`config.mk`:
```
export PLATFORM = sky130hd
export DESIGN_NAME = bsid_top
export DESIGN_NICKNAME = d
export VERILOG_FILES = /design/src/rtl/bsid_pkg.sv /design/src/rtl/bsid_tap_fsm.sv /design/src/rtl/bsid_top.sv
export VERILOG_INCLUDE_DIRS = /design/src /design/src/rtl
export SDC_FILE = /design/constraint.sdc
export NUM_CORES = 1
export LEC_CHECK = 0
export CORE_UTILIZATION = 59
export CTS_BUF_LIST = sky130_fd_sc_hd__clkbuf_2 sky130_fd_sc_hd__clkbuf_4 sky130_fd_sc_hd__clkbuf_8
export DETAILED_ROUTE_END_ITERATION = 8
export DONT_BUFFER_PORTS = 1
export PLACE_DENSITY = 0.79
export SYNTH_ARGS = -nofsm -noshare
export SYNTH_HDL_FRONTEND = slang
export SYNTH_SLANG_ARGS = --single-unit
```
`constraint.sdc`:
```
create_clock -name clk -period 3.9 [get_ports clk]
set_input_delay 0.585 -clock clk [delete_from_list [all_inputs] [get_ports clk]]
set_output_delay 0.585 -clock clk [all_outputs]
set_load 0.02 [all_outputs]
```
`src/rtl/bsid_defs.svh`:
```
/*
 * Constants of the boundary scan instruction decode block: opcodes, widths,
 * capture patterns and the synchroniser depth.
 * Assumes nothing; guarded, so the package and other files may all include it.
 */
// Behaviour
// - Instruction shift register takes test data input on rising test clock in Shift-IR.
// - Shifted opcode becomes current only at Update-IR; older opcode stays until then.
// - Instruction register is six bits and all six are decoded.
// - Opcode 000000 drives pins and enables from boundary output latches.
// - Opcode 000001 snapshots pins, core and enables; updates latches, pins untouched.
// - Opcode 000010 puts the 32-bit identification register on the serial path.
// - Opcode 000011 forces every boundary-controlled output to high impedance.
// - Capture-IR loads pattern 101101, so the two low bits shift out 01.
// - Opcodes 111100 and 111101 select boundary register for AC pin tests.
// - Opcode 111110 keeps pins on boundary latches with bypass on serial path.
// - Opcode 111111 makes the serial path one register stage.
// - Bypass register loads zero at Capture-DR when selected.
// - Under opcode 000000 Update-DR moves shifted values to pins and enables.
// - Current opcode picks the single data register between input and output.
// - Unselected data registers leave chip operation and selected register undisturbed.
// - Test reset, by pin or five high mode clocks, makes identification current.
// - Identification register is 32 bits with least significant bit fixed at one.
// - Boundary path uses a falling-edge stage so clock skew cannot corrupt data.
`ifndef BSID_DEFS_SVH
`define BSID_DEFS_SVH

`define BSID_IR_W 6
`define BSID_OP_EXT_DRIVE 6'h00
`define BSID_OP_SAMPLE_LOAD 6'h01
`define BSID_OP_ID_READ 6'h02
`define BSID_OP_FLOAT 6'h03
`define BSID_OP_AC_TRAIN 6'h3C
`define BSID_OP_AC_PULSE 6'h3D
`define BSID_OP_HOLD_PINS 6'h3E
`define BSID_OP_ONE_BIT 6'h3F
`define BSID_CAPTURE_IR_DEFAULT_PATTERN 6'h2D
`define BSID_ID_W 32
`define BSID_ID_LSB 1'h1
`define BSID_BYP_CAPTURE 1'h0
`define BSID_SYNC_STAGES 2

`endif

```
`src/rtl/bsid_pkg.sv`:
```
/*
 * Types of the boundary scan instruction decode block.
 * Assumes bsid_defs.svh is on the include path.
 */
`include "bsid_defs.svh"

package bsid_pkg;

    typedef enum logic [3:0] {
        TAP_RESET, TAP_IDLE, TAP_SEL_DR, TAP_CAP_DR, TAP_SHIFT_DR, TAP_EXIT1_DR,
        TAP_PAUSE_DR, TAP_EXIT2_DR, TAP_UPD_DR, TAP_SEL_IR, TAP_CAP_IR,
        TAP_SHIFT_IR, TAP_EXIT1_IR, TAP_PAUSE_IR, TAP_EXIT2_IR, TAP_UPD_IR
    } bsid_tap_e;

    typedef enum logic [1:0] {DR_BOUNDARY, DR_ONE_BIT, DR_IDENT} bsid_dr_e;

    typedef enum logic [1:0] {PM_FUNCTIONAL, PM_TEST, PM_FLOAT} bsid_pin_e;

    typedef struct packed {
        bsid_dr_e dr;
        bsid_pin_e pins;
        logic ac;
    } bsid_decode_s;

    typedef struct packed {
        logic tck;
        logic tms;
        logic tdi;
        logic trst_n;
    } bsid_jtag_s;

endpackage

```
`src/rtl/bsid_tap_fsm.sv`:
```
/*
 * Test access port controller: sixteen states, stepped once per rising
 * test clock edge as found by the caller.
 * Assumes step and tms are already in the clk domain.
 */
`timescale 1ns/1ps
`default_nettype none

module bsid_tap_fsm
    import bsid_pkg::*;
(
    // Clock and resets
    input wire logic clk,
    input wire logic rst_n,
    input wire logic tap_reset,
    // Stepping
    input wire logic step,
    input wire logic tms,
    // State
    output bsid_tap_e state
);

    bsid_tap_e next_state;

    always_comb begin
        next_state = state;
        case (state)
            TAP_RESET: next_state = tms ? TAP_RESET : TAP_IDLE;
            TAP_IDLE: next_state = tms ? TAP_SEL_DR : TAP_IDLE;
            TAP_SEL_DR: next_state = tms ? TAP_SEL_IR : TAP_CAP_DR;
            TAP_CAP_DR: next_state = tms ? TAP_EXIT1_DR : TAP_SHIFT_DR;
            TAP_SHIFT_DR: next_state = tms ? TAP_EXIT1_DR : TAP_SHIFT_DR;
            TAP_EXIT1_DR: next_state = tms ? TAP_UPD_DR : TAP_PAUSE_DR;
            TAP_PAUSE_DR: next_state = tms ? TAP_EXIT2_DR : TAP_PAUSE_DR;
            TAP_EXIT2_DR: next_state = tms ? TAP_UPD_DR : TAP_SHIFT_DR;
            TAP_UPD_DR: next_state = tms ? TAP_SEL_DR : TAP_IDLE;
            TAP_SEL_IR: next_state = tms ? TAP_RESET : TAP_CAP_IR;
            TAP_CAP_IR: next_state = tms ? TAP_EXIT1_IR : TAP_SHIFT_IR;
            TAP_SHIFT_IR: next_state = tms ? TAP_EXIT1_IR : TAP_SHIFT_IR;
            TAP_EXIT1_IR: next_state = tms ? TAP_UPD_IR : TAP_PAUSE_IR;
            TAP_PAUSE_IR: next_state = tms ? TAP_EXIT2_IR : TAP_PAUSE_IR;
            TAP_EXIT2_IR: next_state = tms ? TAP_UPD_IR : TAP_SHIFT_IR;
            TAP_UPD_IR: next_state = tms ? TAP_SEL_DR : TAP_IDLE;
            default: next_state = TAP_RESET;
        endcase
    end

    // Five high mode clocks reach TAP_RESET from any state
    always_ff @(posedge clk or negedge rst_n) begin
        if (!rst_n) begin
            state <= TAP_RESET;
        end else if (tap_reset) begin
            state <= TAP_RESET;
        end else if (step) begin
            state <= next_state;
        end
    end

    tap_reset_a: assert property (@(posedge clk) disable iff (!rst_n)
        tap_reset |=> state == TAP_RESET)
        else $error("test reset did not reach reset state");

endmodule

`default_nettype wire

```
`src/rtl/bsid_top.sv`:
```
/*
 * Instruction register, decoder and data register paths of the test port,
 * with the boundary cells' output latches and pin steering.
 * Assumes the test pins are asynchronous to clk and far slower than it;
 * core signals are on clk.
 */
`timescale 1ns/1ps
`default_nettype none
`include "bsid_defs.svh"

module bsid_top
    import bsid_pkg::*;
#(
    parameter int NPIN = 8,
    parameter logic [3:0] ID_VERSION = 4'h1,  // Arbitrary value
    parameter logic [15:0] ID_PART = 16'h1234, // Arbitrary value
    parameter logic [10:0] ID_MAKER = 11'h055  // Arbitrary value
) (
    // Clock and reset
    input wire logic clk,
    input wire logic rst_n,
    // Test port pins
    input wire bsid_jtag_s jtag,
    output logic tdo,
    output logic tdo_oe,
    // Core side of the boundary pins
    input wire logic [NPIN-1:0] core_out,
    input wire logic [NPIN-1:0] core_oe,
    // Pad side of the boundary pins
    input wire logic [NPIN-1:0] pin_in,
    output logic [NPIN-1:0] pin_out,
    output logic [NPIN-1:0] pin_oe,
    // Test status
    output logic ac_active
);

    localparam int BSR_W = 3 * NPIN;

    function automatic bsid_decode_s decode(input logic [`BSID_IR_W-1:0] op);
        bsid_decode_s d;
        d = '{dr: DR_ONE_BIT, pins: PM_FUNCTIONAL, ac: 1'b0};
        case (op)
            `BSID_OP_EXT_DRIVE: d = '{dr: DR_BOUNDARY, pins: PM_TEST, ac: 1'b0};
            `BSID_OP_SAMPLE_LOAD: d = '{dr: DR_BOUNDARY, pins: PM_FUNCTIONAL, ac: 1'b0};
            `BSID_OP_ID_READ: d = '{dr: DR_IDENT, pins: PM_FUNCTIONAL, ac: 1'b0};
            `BSID_OP_FLOAT: d = '{dr: DR_ONE_BIT, pins: PM_FLOAT, ac: 1'b0};
            `BSID_OP_AC_TRAIN: d = '{dr: DR_BOUNDARY, pins: PM_TEST, ac: 1'b1};
            `BSID_OP_AC_PULSE: d = '{dr: DR_BOUNDARY, pins: PM_TEST, ac: 1'b1};
            `BSID_OP_HOLD_PINS: d = '{dr: DR_ONE_BIT, pins: PM_TEST, ac: 1'b0};
            `BSID_OP_ONE_BIT: d = '{dr: DR_ONE_BIT, pins: PM_FUNCTIONAL, ac: 1'b0};
            default: d = '{dr: DR_ONE_BIT, pins: PM_FUNCTIONAL, ac: 1'b0};
        endcase
        return d;
    endfunction

    logic rst_s1;
    logic rst_sync_n;
    bsid_jtag_s jtag_s1;
    bsid_jtag_s jtag_s2;
    logic tck_d;
    logic tck_rise;
    logic tck_fall;
    logic [NPIN-1:0] pin_s1;
    logic [NPIN-1:0] pin_s2;
    bsid_tap_e state;
    logic [`BSID_IR_W-1:0] ir_shift;
    logic [`BSID_IR_W-1:0] ir_cur;
    bsid_decode_s dec;
    logic byp;
    logic [`BSID_ID_W-1:0] idr;
    logic [BSR_W-1:0] bsr;
    logic [BSR_W-1:0] bsr_capture;
    logic [NPIN-1:0] upd_out;
    logic [NPIN-1:0] upd_oe;
    logic dr_serial;
    logic in_shift;

    // Reset release through two flops
    always_ff @(posedge clk or negedge rst_n) begin
        if (!rst_n) begin
            rst_s1 <= 1'b0;
            rst_sync_n <= 1'b0;
        end else begin
            rst_s1 <= 1'b1;
            rst_sync_n <= rst_s1;
        end
    end

    // Test pins and pads are asynchronous; same depth keeps them aligned to tck
    always_ff @(posedge clk or negedge rst_sync_n) begin
        if (!rst_sync_n) begin
            jtag_s1 <= '{tck: 1'b0, tms: 1'b1, tdi: 1'b1, trst_n: 1'b0};
            jtag_s2 <= '{tck: 1'b0, tms: 1'b1, tdi: 1'b1, trst_n: 1'b0};
            tck_d <= 1'b0;
            pin_s1 <= '0;
            pin_s2 <= '0;
        end else begin
            jtag_s1 <= jtag;
            jtag_s2 <= jtag_s1;
            tck_d <= jtag_s2.tck;
            pin_s1 <= pin_in;
            pin_s2 <= pin_s1;
        end
    end

    assign tck_rise = jtag_s2.tck & ~tck_d;
    assign tck_fall = ~jtag_s2.tck & tck_d;

    bsid_tap_fsm u_fsm (
        .clk(clk),
        .rst_n(rst_sync_n),
        .tap_reset(~jtag_s2.trst_n),
        .step(tck_rise),
        .tms(jtag_s2.tms),
        .state(state)
    );

    // Instruction shift register
    always_ff @(posedge clk or negedge rst_sync_n) begin
        if (!rst_sync_n) begin
            ir_shift <= `BSID_CAPTURE_IR_DEFAULT_PATTERN;
        end else if (tck_rise && state == TAP_CAP_IR) begin
            ir_shift <= `BSID_CAPTURE_IR_DEFAULT_PATTERN;
        end else if (tck_rise && state == TAP_SHIFT_IR) begin
            ir_shift <= {jtag_s2.tdi, ir_shift[`BSID_IR_W-1:1]};
        end
    end

    // Current instruction; takes effect on the falling edge in Update-IR
    always_ff @(posedge clk or negedge rst_sync_n) begin
        if (!rst_sync_n) begin
            ir_cur <= `BSID_OP_ID_READ;
        end else if (state == TAP_RESET) begin
            ir_cur <= `BSID_OP_ID_READ;
        end else if (tck_fall && state == TAP_UPD_IR) begin
            ir_cur <= ir_shift;
        end
    end

    always_comb begin
        dec = decode(ir_cur);
    end

    // Bypass stage: only moves when it is the selected register
    always_ff @(posedge clk or negedge rst_sync_n) begin
        if (!rst_sync_n) begin
            byp <= `BSID_BYP_CAPTURE;
        end else if (tck_rise && dec.dr == DR_ONE_BIT) begin
            if (state == TAP_CAP_DR) begin
                byp <= `BSID_BYP_CAPTURE;
            end else if (state == TAP_SHIFT_DR) begin
                byp <= jtag_s2.tdi;
            end
        end
    end

    // Identification register
    always_ff @(posedge clk or negedge rst_sync_n) begin
        if (!rst_sync_n) begin
            idr <= '0;
        end else if (tck_rise && dec.dr == DR_IDENT) begin
            if (state == TAP_CAP_DR) begin
                idr <= {ID_VERSION, ID_PART, ID_MAKER, `BSID_ID_LSB};
            end else if (state == TAP_SHIFT_DR) begin
                idr <= {jtag_s2.tdi, idr[`BSID_ID_W-1:1]};
            end
        end
    end

    // Cell triplet per pin: pad observe, output data, output enable
    genvar gi;
    generate
        for (gi = 0; gi < NPIN; gi++) begin : g_cell
            assign bsr_capture[3*gi] = pin_s2[gi];
            assign bsr_capture[3*gi+1] = core_out[gi];
            assign bsr_capture[3*gi+2] = core_oe[gi];
        end
    endgenerate

    // Boundary shift register
    always_ff @(posedge clk or negedge rst_sync_n) begin
        if (!rst_sync_n) begin
            bsr <= '0;
        end else if (tck_rise && dec.dr == DR_BOUNDARY) begin
            if (state == TAP_CAP_DR) begin
                bsr <= bsr_capture;
            end else if (state == TAP_SHIFT_DR) begin
                bsr <= {jtag_s2.tdi, bsr[BSR_W-1:1]};
            end
        end
    end

    // Output latches load on the falling edge, away from the shifting edge
    generate
        for (gi = 0; gi < NPIN; gi++) begin : g_upd
            always_ff @(posedge clk or negedge rst_sync_n) begin
                if (!rst_sync_n) begin
                    upd_out[gi] <= 1'b0;
                    upd_oe[gi] <= 1'b0;
                end else if (tck_fall && state == TAP_UPD_DR && dec.dr == DR_BOUNDARY) begin
                    upd_out[gi] <= bsr[3*gi+1];
                    upd_oe[gi] <= bsr[3*gi+2];
                end
            end
        end
    endgenerate

    // Pin steering; latched state reaches pins only in test modes
    always_ff @(posedge clk or negedge rst_sync_n) begin
        if (!rst_sync_n) begin
            pin_out <= '0;
            pin_oe <= '0;
        end else begin
            case (dec.pins)
                PM_TEST: begin
                    pin_out <= upd_out;
                    pin_oe <= upd_oe;
                end
                PM_FLOAT: begin
                    pin_out <= core_out;
                    pin_oe <= '0;
                end
                default: begin
                    pin_out <= core_out;
                    pin_oe <= core_oe;
                end
            endcase
        end
    end

    // AC tests pulse for as long as the controller idles
    always_ff @(posedge clk or negedge rst_sync_n) begin
        if (!rst_sync_n) begin
            ac_active <= 1'b0;
        end else begin
            ac_active <= dec.ac && state == TAP_IDLE;
        end
    end

    // Serial output mux and falling-edge output stage
    always_comb begin
        case (dec.dr)
            DR_BOUNDARY: dr_serial = bsr[0];
            DR_IDENT: dr_serial = idr[0];
            default: dr_serial = byp;
        endcase
    end

    assign in_shift = state == TAP_SHIFT_IR || state == TAP_SHIFT_DR;

    always_ff @(posedge clk or negedge rst_sync_n) begin
        if (!rst_sync_n) begin
            tdo <= 1'b0;
            tdo_oe <= 1'b0;
        end else if (tck_fall) begin
            tdo <= (state == TAP_SHIFT_IR) ? ir_shift[0] : dr_serial;
            tdo_oe <= in_shift;
        end
    end

    ir_capture_a: assert property (@(posedge clk) disable iff (!rst_sync_n)
        tck_rise && state == TAP_CAP_IR |=> ir_shift == `BSID_CAPTURE_IR_DEFAULT_PATTERN)
        else $error("capture pattern not loaded");

    ir_shift_in_a: assert property (@(posedge clk) disable iff (!rst_sync_n)
        tck_rise && state == TAP_SHIFT_IR |=> ir_shift[`BSID_IR_W-1] == $past(jtag_s2.tdi))
        else $error("instruction bit not taken");

    ir_hold_a: assert property (@(posedge clk) disable iff (!rst_sync_n)
        !$stable(ir_cur) |-> $past(state) == TAP_UPD_IR || $past(state) == TAP_RESET)
        else $error("instruction changed outside update");

    reset_ident_a: assert property (@(posedge clk) disable iff (!rst_sync_n)
        state == TAP_RESET |=> ir_cur == `BSID_OP_ID_READ)
        else $error("reset did not select identification");

    byp_zero_a: assert property (@(posedge clk) disable iff (!rst_sync_n)
        tck_rise && state == TAP_CAP_DR && dec.dr == DR_ONE_BIT |=> byp == 1'b0)
        else $error("bypass not cleared at capture");

    byp_quiet_a: assert property (@(posedge clk) disable iff (!rst_sync_n)
        dec.dr != DR_ONE_BIT |=> $stable(byp))
        else $error("unselected bypass moved");

    id_lsb_a: assert property (@(posedge clk) disable iff (!rst_sync_n)
        tck_rise && state == TAP_CAP_DR && dec.dr == DR_IDENT |=> idr[0] == 1'b1)
        else $error("identification lsb not one");

    float_pins_a: assert property (@(posedge clk) disable iff (!rst_sync_n)
        dec.pins == PM_FLOAT ##1 dec.pins == PM_FLOAT |-> pin_oe == '0)
        else $error("pins driven while floating");

    ext_drive_a: assert property (@(posedge clk) disable iff (!rst_sync_n)
        dec.pins == PM_TEST |=> pin_out == $past(upd_out) && pin_oe == $past(upd_oe))
        else $error("pins not on output latches");

    tdo_enable_a: assert property (@(posedge clk) disable iff (!rst_sync_n)
        tck_fall |=> tdo_oe == $past(in_shift) ##1 $stable(tdo) || $past(tck_fall))
        else $error("serial output enable wrong");

endmodule

`default_nettype wire

```
# ---- Yosys cells after proc, flatten, opt, wreduce, memory -nomap -nowiden
# Cells that the tools add are included.
dict set report word_totals {
  regBits 135
  input_bits 30
  output_inout_bits 19
  word_cells 123
}
dict set report op_classes {
  eq_ne 26
  n_mux 30
  bitwise_logic 4
  n_reduce_logical 23
}
# operator count
set op_table {}
lappend op_table {{2-to-1 mux 32 bit} 2}
lappend op_table {{2-to-1 mux 24 bit} 2}
lappend op_table {{case mux 4 bit (12 select lines)} 1}
lappend op_table {{== test 4 bit (second input constant)} 8}
lappend op_table {{case mux 5 bit (6 select lines)} 1}
lappend op_table {{2-to-1 mux 4 bit} 6}
lappend op_table {{2-to-1 mux 6 bit} 4}
lappend op_table {{== test 6 bit (second input constant)} 3}
lappend op_table {{== test 4 x 3 -> 1 bit (second input constant)} 4}
lappend op_table {{case mux 8 bit (2 select lines)} 1}
lappend op_table {{== test 6 x 2 -> 1 bit (second input constant)} 2}
lappend op_table {{logical AND 1 bit} 9}
lappend op_table {{== test 4 x 2 -> 1 bit (second input constant)} 2}
lappend op_table {{2-to-1 mux 8 bit} 1}
lappend op_table {{== test 6 x 1 -> 1 bit (second input constant)} 1}
lappend op_table {{logical NOT 6 bit} 1}
lappend op_table {{2-to-1 mux 1 bit} 6}
lappend op_table {{2-to-1 mux 2 bit} 3}
lappend op_table {{2-to-1 mux 3 bit} 2}
lappend op_table {{AND reduction 2 bit} 3}
lappend op_table {{nonzero test 2 bit} 3}
lappend op_table {{OR reduction 2 bit} 3}
lappend op_table {{== test 2 x 1 -> 1 bit (second input constant)} 2}
lappend op_table {{== test 2 bit (second input constant)} 2}
lappend op_table {{9 further kinds} 11}

# ---- Longest topological paths before layout
dict set report depth {
  ltp_word 6
  depth_mapped 9
  ltp_nobuf 6
}

# ---- Hierarchy
# From an unflattened synthesis, not the netlist that was laid out.
dict set report unflattened {
  hier_cells 462
  hier_area_um2 5686.7
}
# module instances cells_per_inst area_each_um2 seq_area_each_um2
set modules_own_cells {}
lappend modules_own_cells {bsid_top 1 416 5296.3 3289.4}
lappend modules_own_cells {bsid_tap_fsm 1 46 390.4 100.1}

# ---- Worst setup path after synthesis
# No wires, ideal clock.
dict set report synth_timing {
  path_kind {flip-flop to flip-flop}
  start {register ir_cur[2]}
  end {register pin_oe[0]}
  setup_ps 66
  arrival_ps 2295
  t_required_ps 3834
  slack_ps 1539
  path_stages_with_launch 10
  path_buffers 3
  synth_period_minus_slack_ps 2361
  cell_sequence {dfrtp_1 > or4_4 > buf_6 > o21a_1 > o22ai_1 > ha_1 > clkbuf_1 > nor2b_1 > clkbuf_1 > a22o_1}
}
dict set report synth_via {
  elab_chain_cells 5
  elab_cells_between_ends 12
  cone_classes {8 x eq/ne; 2 x mux; 2 x reduce/logical}
}
# item line
set synth_rtl {}
lappend synth_rtl {{start: declaration} bsid_top.sv:67} ;# logic [`BSID_IR_W-1:0] ir_cur;
lappend synth_rtl {{start signal: assignment} bsid_top.sv:132} ;# ir_cur <= `BSID_OP_ID_READ;
lappend synth_rtl {{start signal: assignment} bsid_top.sv:134} ;# ir_cur <= `BSID_OP_ID_READ;
lappend synth_rtl {{start signal: assignment} bsid_top.sv:136} ;# ir_cur <= ir_shift;
lappend synth_rtl {{== test 6 bit} bsid_top.sv:42} ;# case (op)
lappend synth_rtl {{OR reduction 2 bit (no source line)} n/a}
lappend synth_rtl {{case mux 5 bit (6 select lines) (*)} bsid_top.sv:42}
lappend synth_rtl {{== test 2 bit or == test 2 x 1 -> 1 bit (tied branches)} bsid_top.sv:214} ;# case (dec.pins)
lappend synth_rtl {{case mux 8 bit (2 select lines) (*)} bsid_top.sv:214}
lappend synth_rtl {{end signal: assignment} bsid_top.sv:217} ;# pin_oe <= upd_oe;
lappend synth_rtl {{end signal: assignment} bsid_top.sv:225} ;# pin_oe <= core_oe;
lappend synth_rtl {{end: declaration} bsid_top.sv:32} ;# output logic [NPIN-1:0] pin_oe,
# Mark *: on every way between the ends. The rest lies on a longest branch, timed or not.
# A chain may end at the register's enable or synchronous reset.

# ---- Worst setup path after layout
dict set report layout_timing {
  start {register ir_cur[2]}
  end {register upd_oe[5]}
}
dict set report layout_via {
  elab_chain_cells 5
  elab_cells_between_ends 11
  cone_classes {6 x eq/ne; 1 x mux; 4 x reduce/logical}
}
# item line
set layout_rtl {}
lappend layout_rtl {{== test 6 bit} bsid_top.sv:42}
lappend layout_rtl {{OR reduction 2 bit (no source line)} n/a}
lappend layout_rtl {{case mux 5 bit (6 select lines) (*)} bsid_top.sv:42}
lappend layout_rtl {{logical NOT 2 bit (*)} bsid_top.sv:200} ;# end else if (tck_fall && state == TAP_UPD_DR && dec.dr == DR_BOUNDARY) begin
lappend layout_rtl {{logical AND 1 bit (*)} bsid_top.sv:200}
lappend layout_rtl {{end signal: indexed assignment} bsid_top.sv:202} ;# upd_oe[gi] <= bsr[3*gi+2];
lappend layout_rtl {{end: declaration} bsid_top.sv:74} ;# logic [NPIN-1:0] upd_oe;
# Marked as above.

==> impl_metrics.json <==
{
  "cp_max_fo": 26,
  "synth_area_sq_um": 5643,
  "relSlewSlack_pct": 30.30,
  "async_reset_ff_share_pct": 100.0,
  "numCtsBuffers": 17,
  "final_common_cell": "dfrtp_1",
  "hp-class": "in -> reg",
  "tightest_slew_ns": 1.043,
  "synth_top_area_cell": "dfrtp_1",
  "ir_drop_mv": 0.2909,
  "initial_core_util_pct": 61.07,
  "first_pass_iters": 4,
  "setup-tns-final_ns": 0,
  "ys_types": 48,
  "row_count": 35,
  "yosysSeqAreaShare_pct": 60.07,
  "fin_nets": 499,
  "fill_cells": 662,
  "synth_seq_cells": 135,
  "synth_nets": 507,
  "ff2ff_path_depth": 4,
  "syn_inst": 476,
  "power_density_nw_per_um2": 429.7,
  "ios": 49,
  "grt_pass1_vias": 3437,
  "clk_pin_slew_worst_paths_ns": 0.09,
  "cp-start-kind": "register",
  "status": "complete, no violations",
  "hpwl_microns": 6377,
  "antenna_found_initial": 0,
  "n_antenna_cell": 0,
  "p_leak_nw": 2.772,
  "htreeDepth": 4,
  "grt_max_degree": 82,
  "setup_viol": 0,
  "worstPathArrival_ns": 3.09,
  "rsz0062_at_grt": "false",
  "areaGrowthSynthToFinish_pct": 7.982,
  "root_buffer": "clkbuf_8",
  "die_y_microns": 99.80,
  "grt.total_usage_pct": 22.89,
  "dpl.cell_count": 577,
  "routabilityCongestion": 0.9040,
  "end_kind": "register",
  "vias": 3450,
  "drive_above_1_share_pct": 18.50,
  "cts_tree": "done",
  "clk_latency_ns": 0.43,
  "drc": 0,
  "clockBufferDepth": 2,
  "syn_avg_cell_area_sq_um": 11.85,
  "holdPathStages": 0,
  "post-route-min-period_ns": 2.779,
  "finClkSkew_ns": 0.01915,
  "synth_area_leaders": "dfrtp_1 (56%), mux2i_1 (7.6%), o21ai_0 (5.6%)",
  "avgViaCountPerCell": 5.656,
  "numPortBuffers": 0,
  "overflow": 0,
  "min_period_over_period_pct": 71.26,
  "wl_per_cell_microns": 16.75,
  "final_cell_mix": "dfrtp_1 (125), o21ai_0 (63), nand2_1 (58)",
  "drv_cap": 0,
  "critPathKind": "reg -> reg",
  "wirelength_microns": 10220,
  "final_cells": 610,
  "synth.top_cell.area_share_pct": 55.88,
  "drt_iter0_drc": 259,
  "synth-edff-count": 0,
  "synth_flop_cell": "dfrtp_1",
  "yosysWarnings": 0,
  "finalHoldViolations": 0,
  "die_area_sq_um": 9959,
  "grt_pass1_wl_microns": 17130,
  "die_w_microns": 99.80,
  "ant_nets": 0,
  "max_freq_mhz": 359.8,
  "core_sq_um": 9240,
  "cp_data_required_time_ns": 4.21,
  "final_max_slew_viol_count": 0,
  "cts_sinks": 135
}
## per-layer routing
layer / global-route usage [%] / vias to the layer above / wire (microns)
li1: - / 1618 / -
met1: 32.03 / 1747 / 4739
met2: 33.63 / 74 / 4807
met3: 7.521 / 11 / 533
met4: 8.824 / 0 / 138
met5: 0 / - / 0
## cells by family (layout without fill, tap and decap cells)
family	count (synthesis)	in the layout	synth area share, %
AOI/OAI and AO/OA	99	99	10.55
xor gates and xnor gates	1	1	0.1552
adders and majority gates	1	1	0.2217
buffers and inverters	56	61	4.213
DFF	135	135	60.07
muxes	81	81	15.88
other	1	1	0.06646
and+or+nand+nor	102	102	8.847
## synthesized netlist by cell type, types with 2 or more instances
master    instances
nor2b_1           8
o21ai_0          63
nor2_1            8
clkbuf_1         25
dfstp_2           9
inv_1            24
nor3b_1           2
mux2i_1          43
nand2b_1          7
o31ai_1           2
nor3_1            3
nand2_1          58
mux2_4           10
o211ai_1          5
o21a_1            2
buf_2             3
buf_1             2
a21oi_1           6
a211oi_1          2
dfrtp_1         126
nand3_1           6
a22o_1            7
o221ai_1          2
a21o_1            2
mux2_2           28
## timing repair
action | 4_1_cts | 5_1_grt
hold endpoints to repair | 2 | 0
setup buffers | 0 | 0
gates resized for setup | 0 | 0
hold buffers | 1 | 0
endpoints found under the setup margin | 0 | 0
## power by group
group / internal [W] / leakage (nW) / switching (W) / total, W
Sequential: 0.00143 / 1.69 / 0.0000519 / 0.00149
Combinational: 0.0000260 / 0.906 / 0.0000341 / 0.0000601
Clock: 0.000524 / 0.181 / 0.000548 / 0.00107
## worst max-delay path, cell delays in order (launching register included)
cell	delay, ns
dfrtp_1	0.40
or4_4	0.62
a21o_4	0.34
nor3_4	0.85
mux2_2	0.42
## flip-flops by register name, summed over array words and instances, names as in the netlist, 4 cells and up
| register | flops |
|---|---|
| u_fsm.state | 4 |
| pin_oe | 8 |
| upd_oe | 8 |
| bsr | 24 |
| pin_s1 | 8 |
| idr | 32 |
| ir_cur | 6 |
| upd_out | 8 |
| pin_s2 | 8 |
| pin_out | 8 |
| jtag_s1 | 4 |
| ir_shift | 6 |
| jtag_s2 | 4 |
## path summary, 6_finish.rpt
| check | start | slack, ns | endpoint |
|---|---|---|---|
| min in group asynchronous | rst_n | 0.38 | rst_s1 |
| hold reg to reg | pin_s1[3] | 0.36 | pin_s2[3] |
| hold / removal | jtag[1] | 0.14 | jtag_s1[1] |
| setup reg to reg | ir_cur[2] | 1.12 | upd_oe[5] |
| max in group asynchronous | rst_sync_n | 2.40 | pin_oe[4] |
| setup / recovery | ir_cur[2] | 1.12 | upd_oe[5] |
## stage by stage
stage | instance area (sq um) | hold slack (ns) | util (%) | setup slack, ns | total power, W
6_report | 6093 | 0.1404 | 65.94 | 1.121 | 0.002618
5_1_grt | 6093 | 0.09402 | 65.94 | 0.9494 | 0.002729
4_1_cts | 6093 | 0.1094 | 65.94 | 1.145 | 0.002650
3_5_place_dp | 5715 | 0.2895 | 61.86 | 1.184 | 0.001574
3_3_place_gp | 5715 | 0.2895 | 61.86 | 1.240 | 0.001570
2_1_floorplan | 5644 | 0.2894 | - | 1.539 | 0.001548
## area by class of cell
type                            instances  area (sq um)  area share (%)
Sequential cell                       135          3393           55.69
Multi-Input combinational cell        285          2041           33.49
Clock buffer                           19         249.0           4.086
Tap cell                              129         161.4           2.649
Clock inverter                         13         118.9           1.951
Inverter                               24         90.09           1.478
Timing Repair Buffer                    5         40.04          0.6571
No activity file was read; power rests on OpenSTA's default activity.
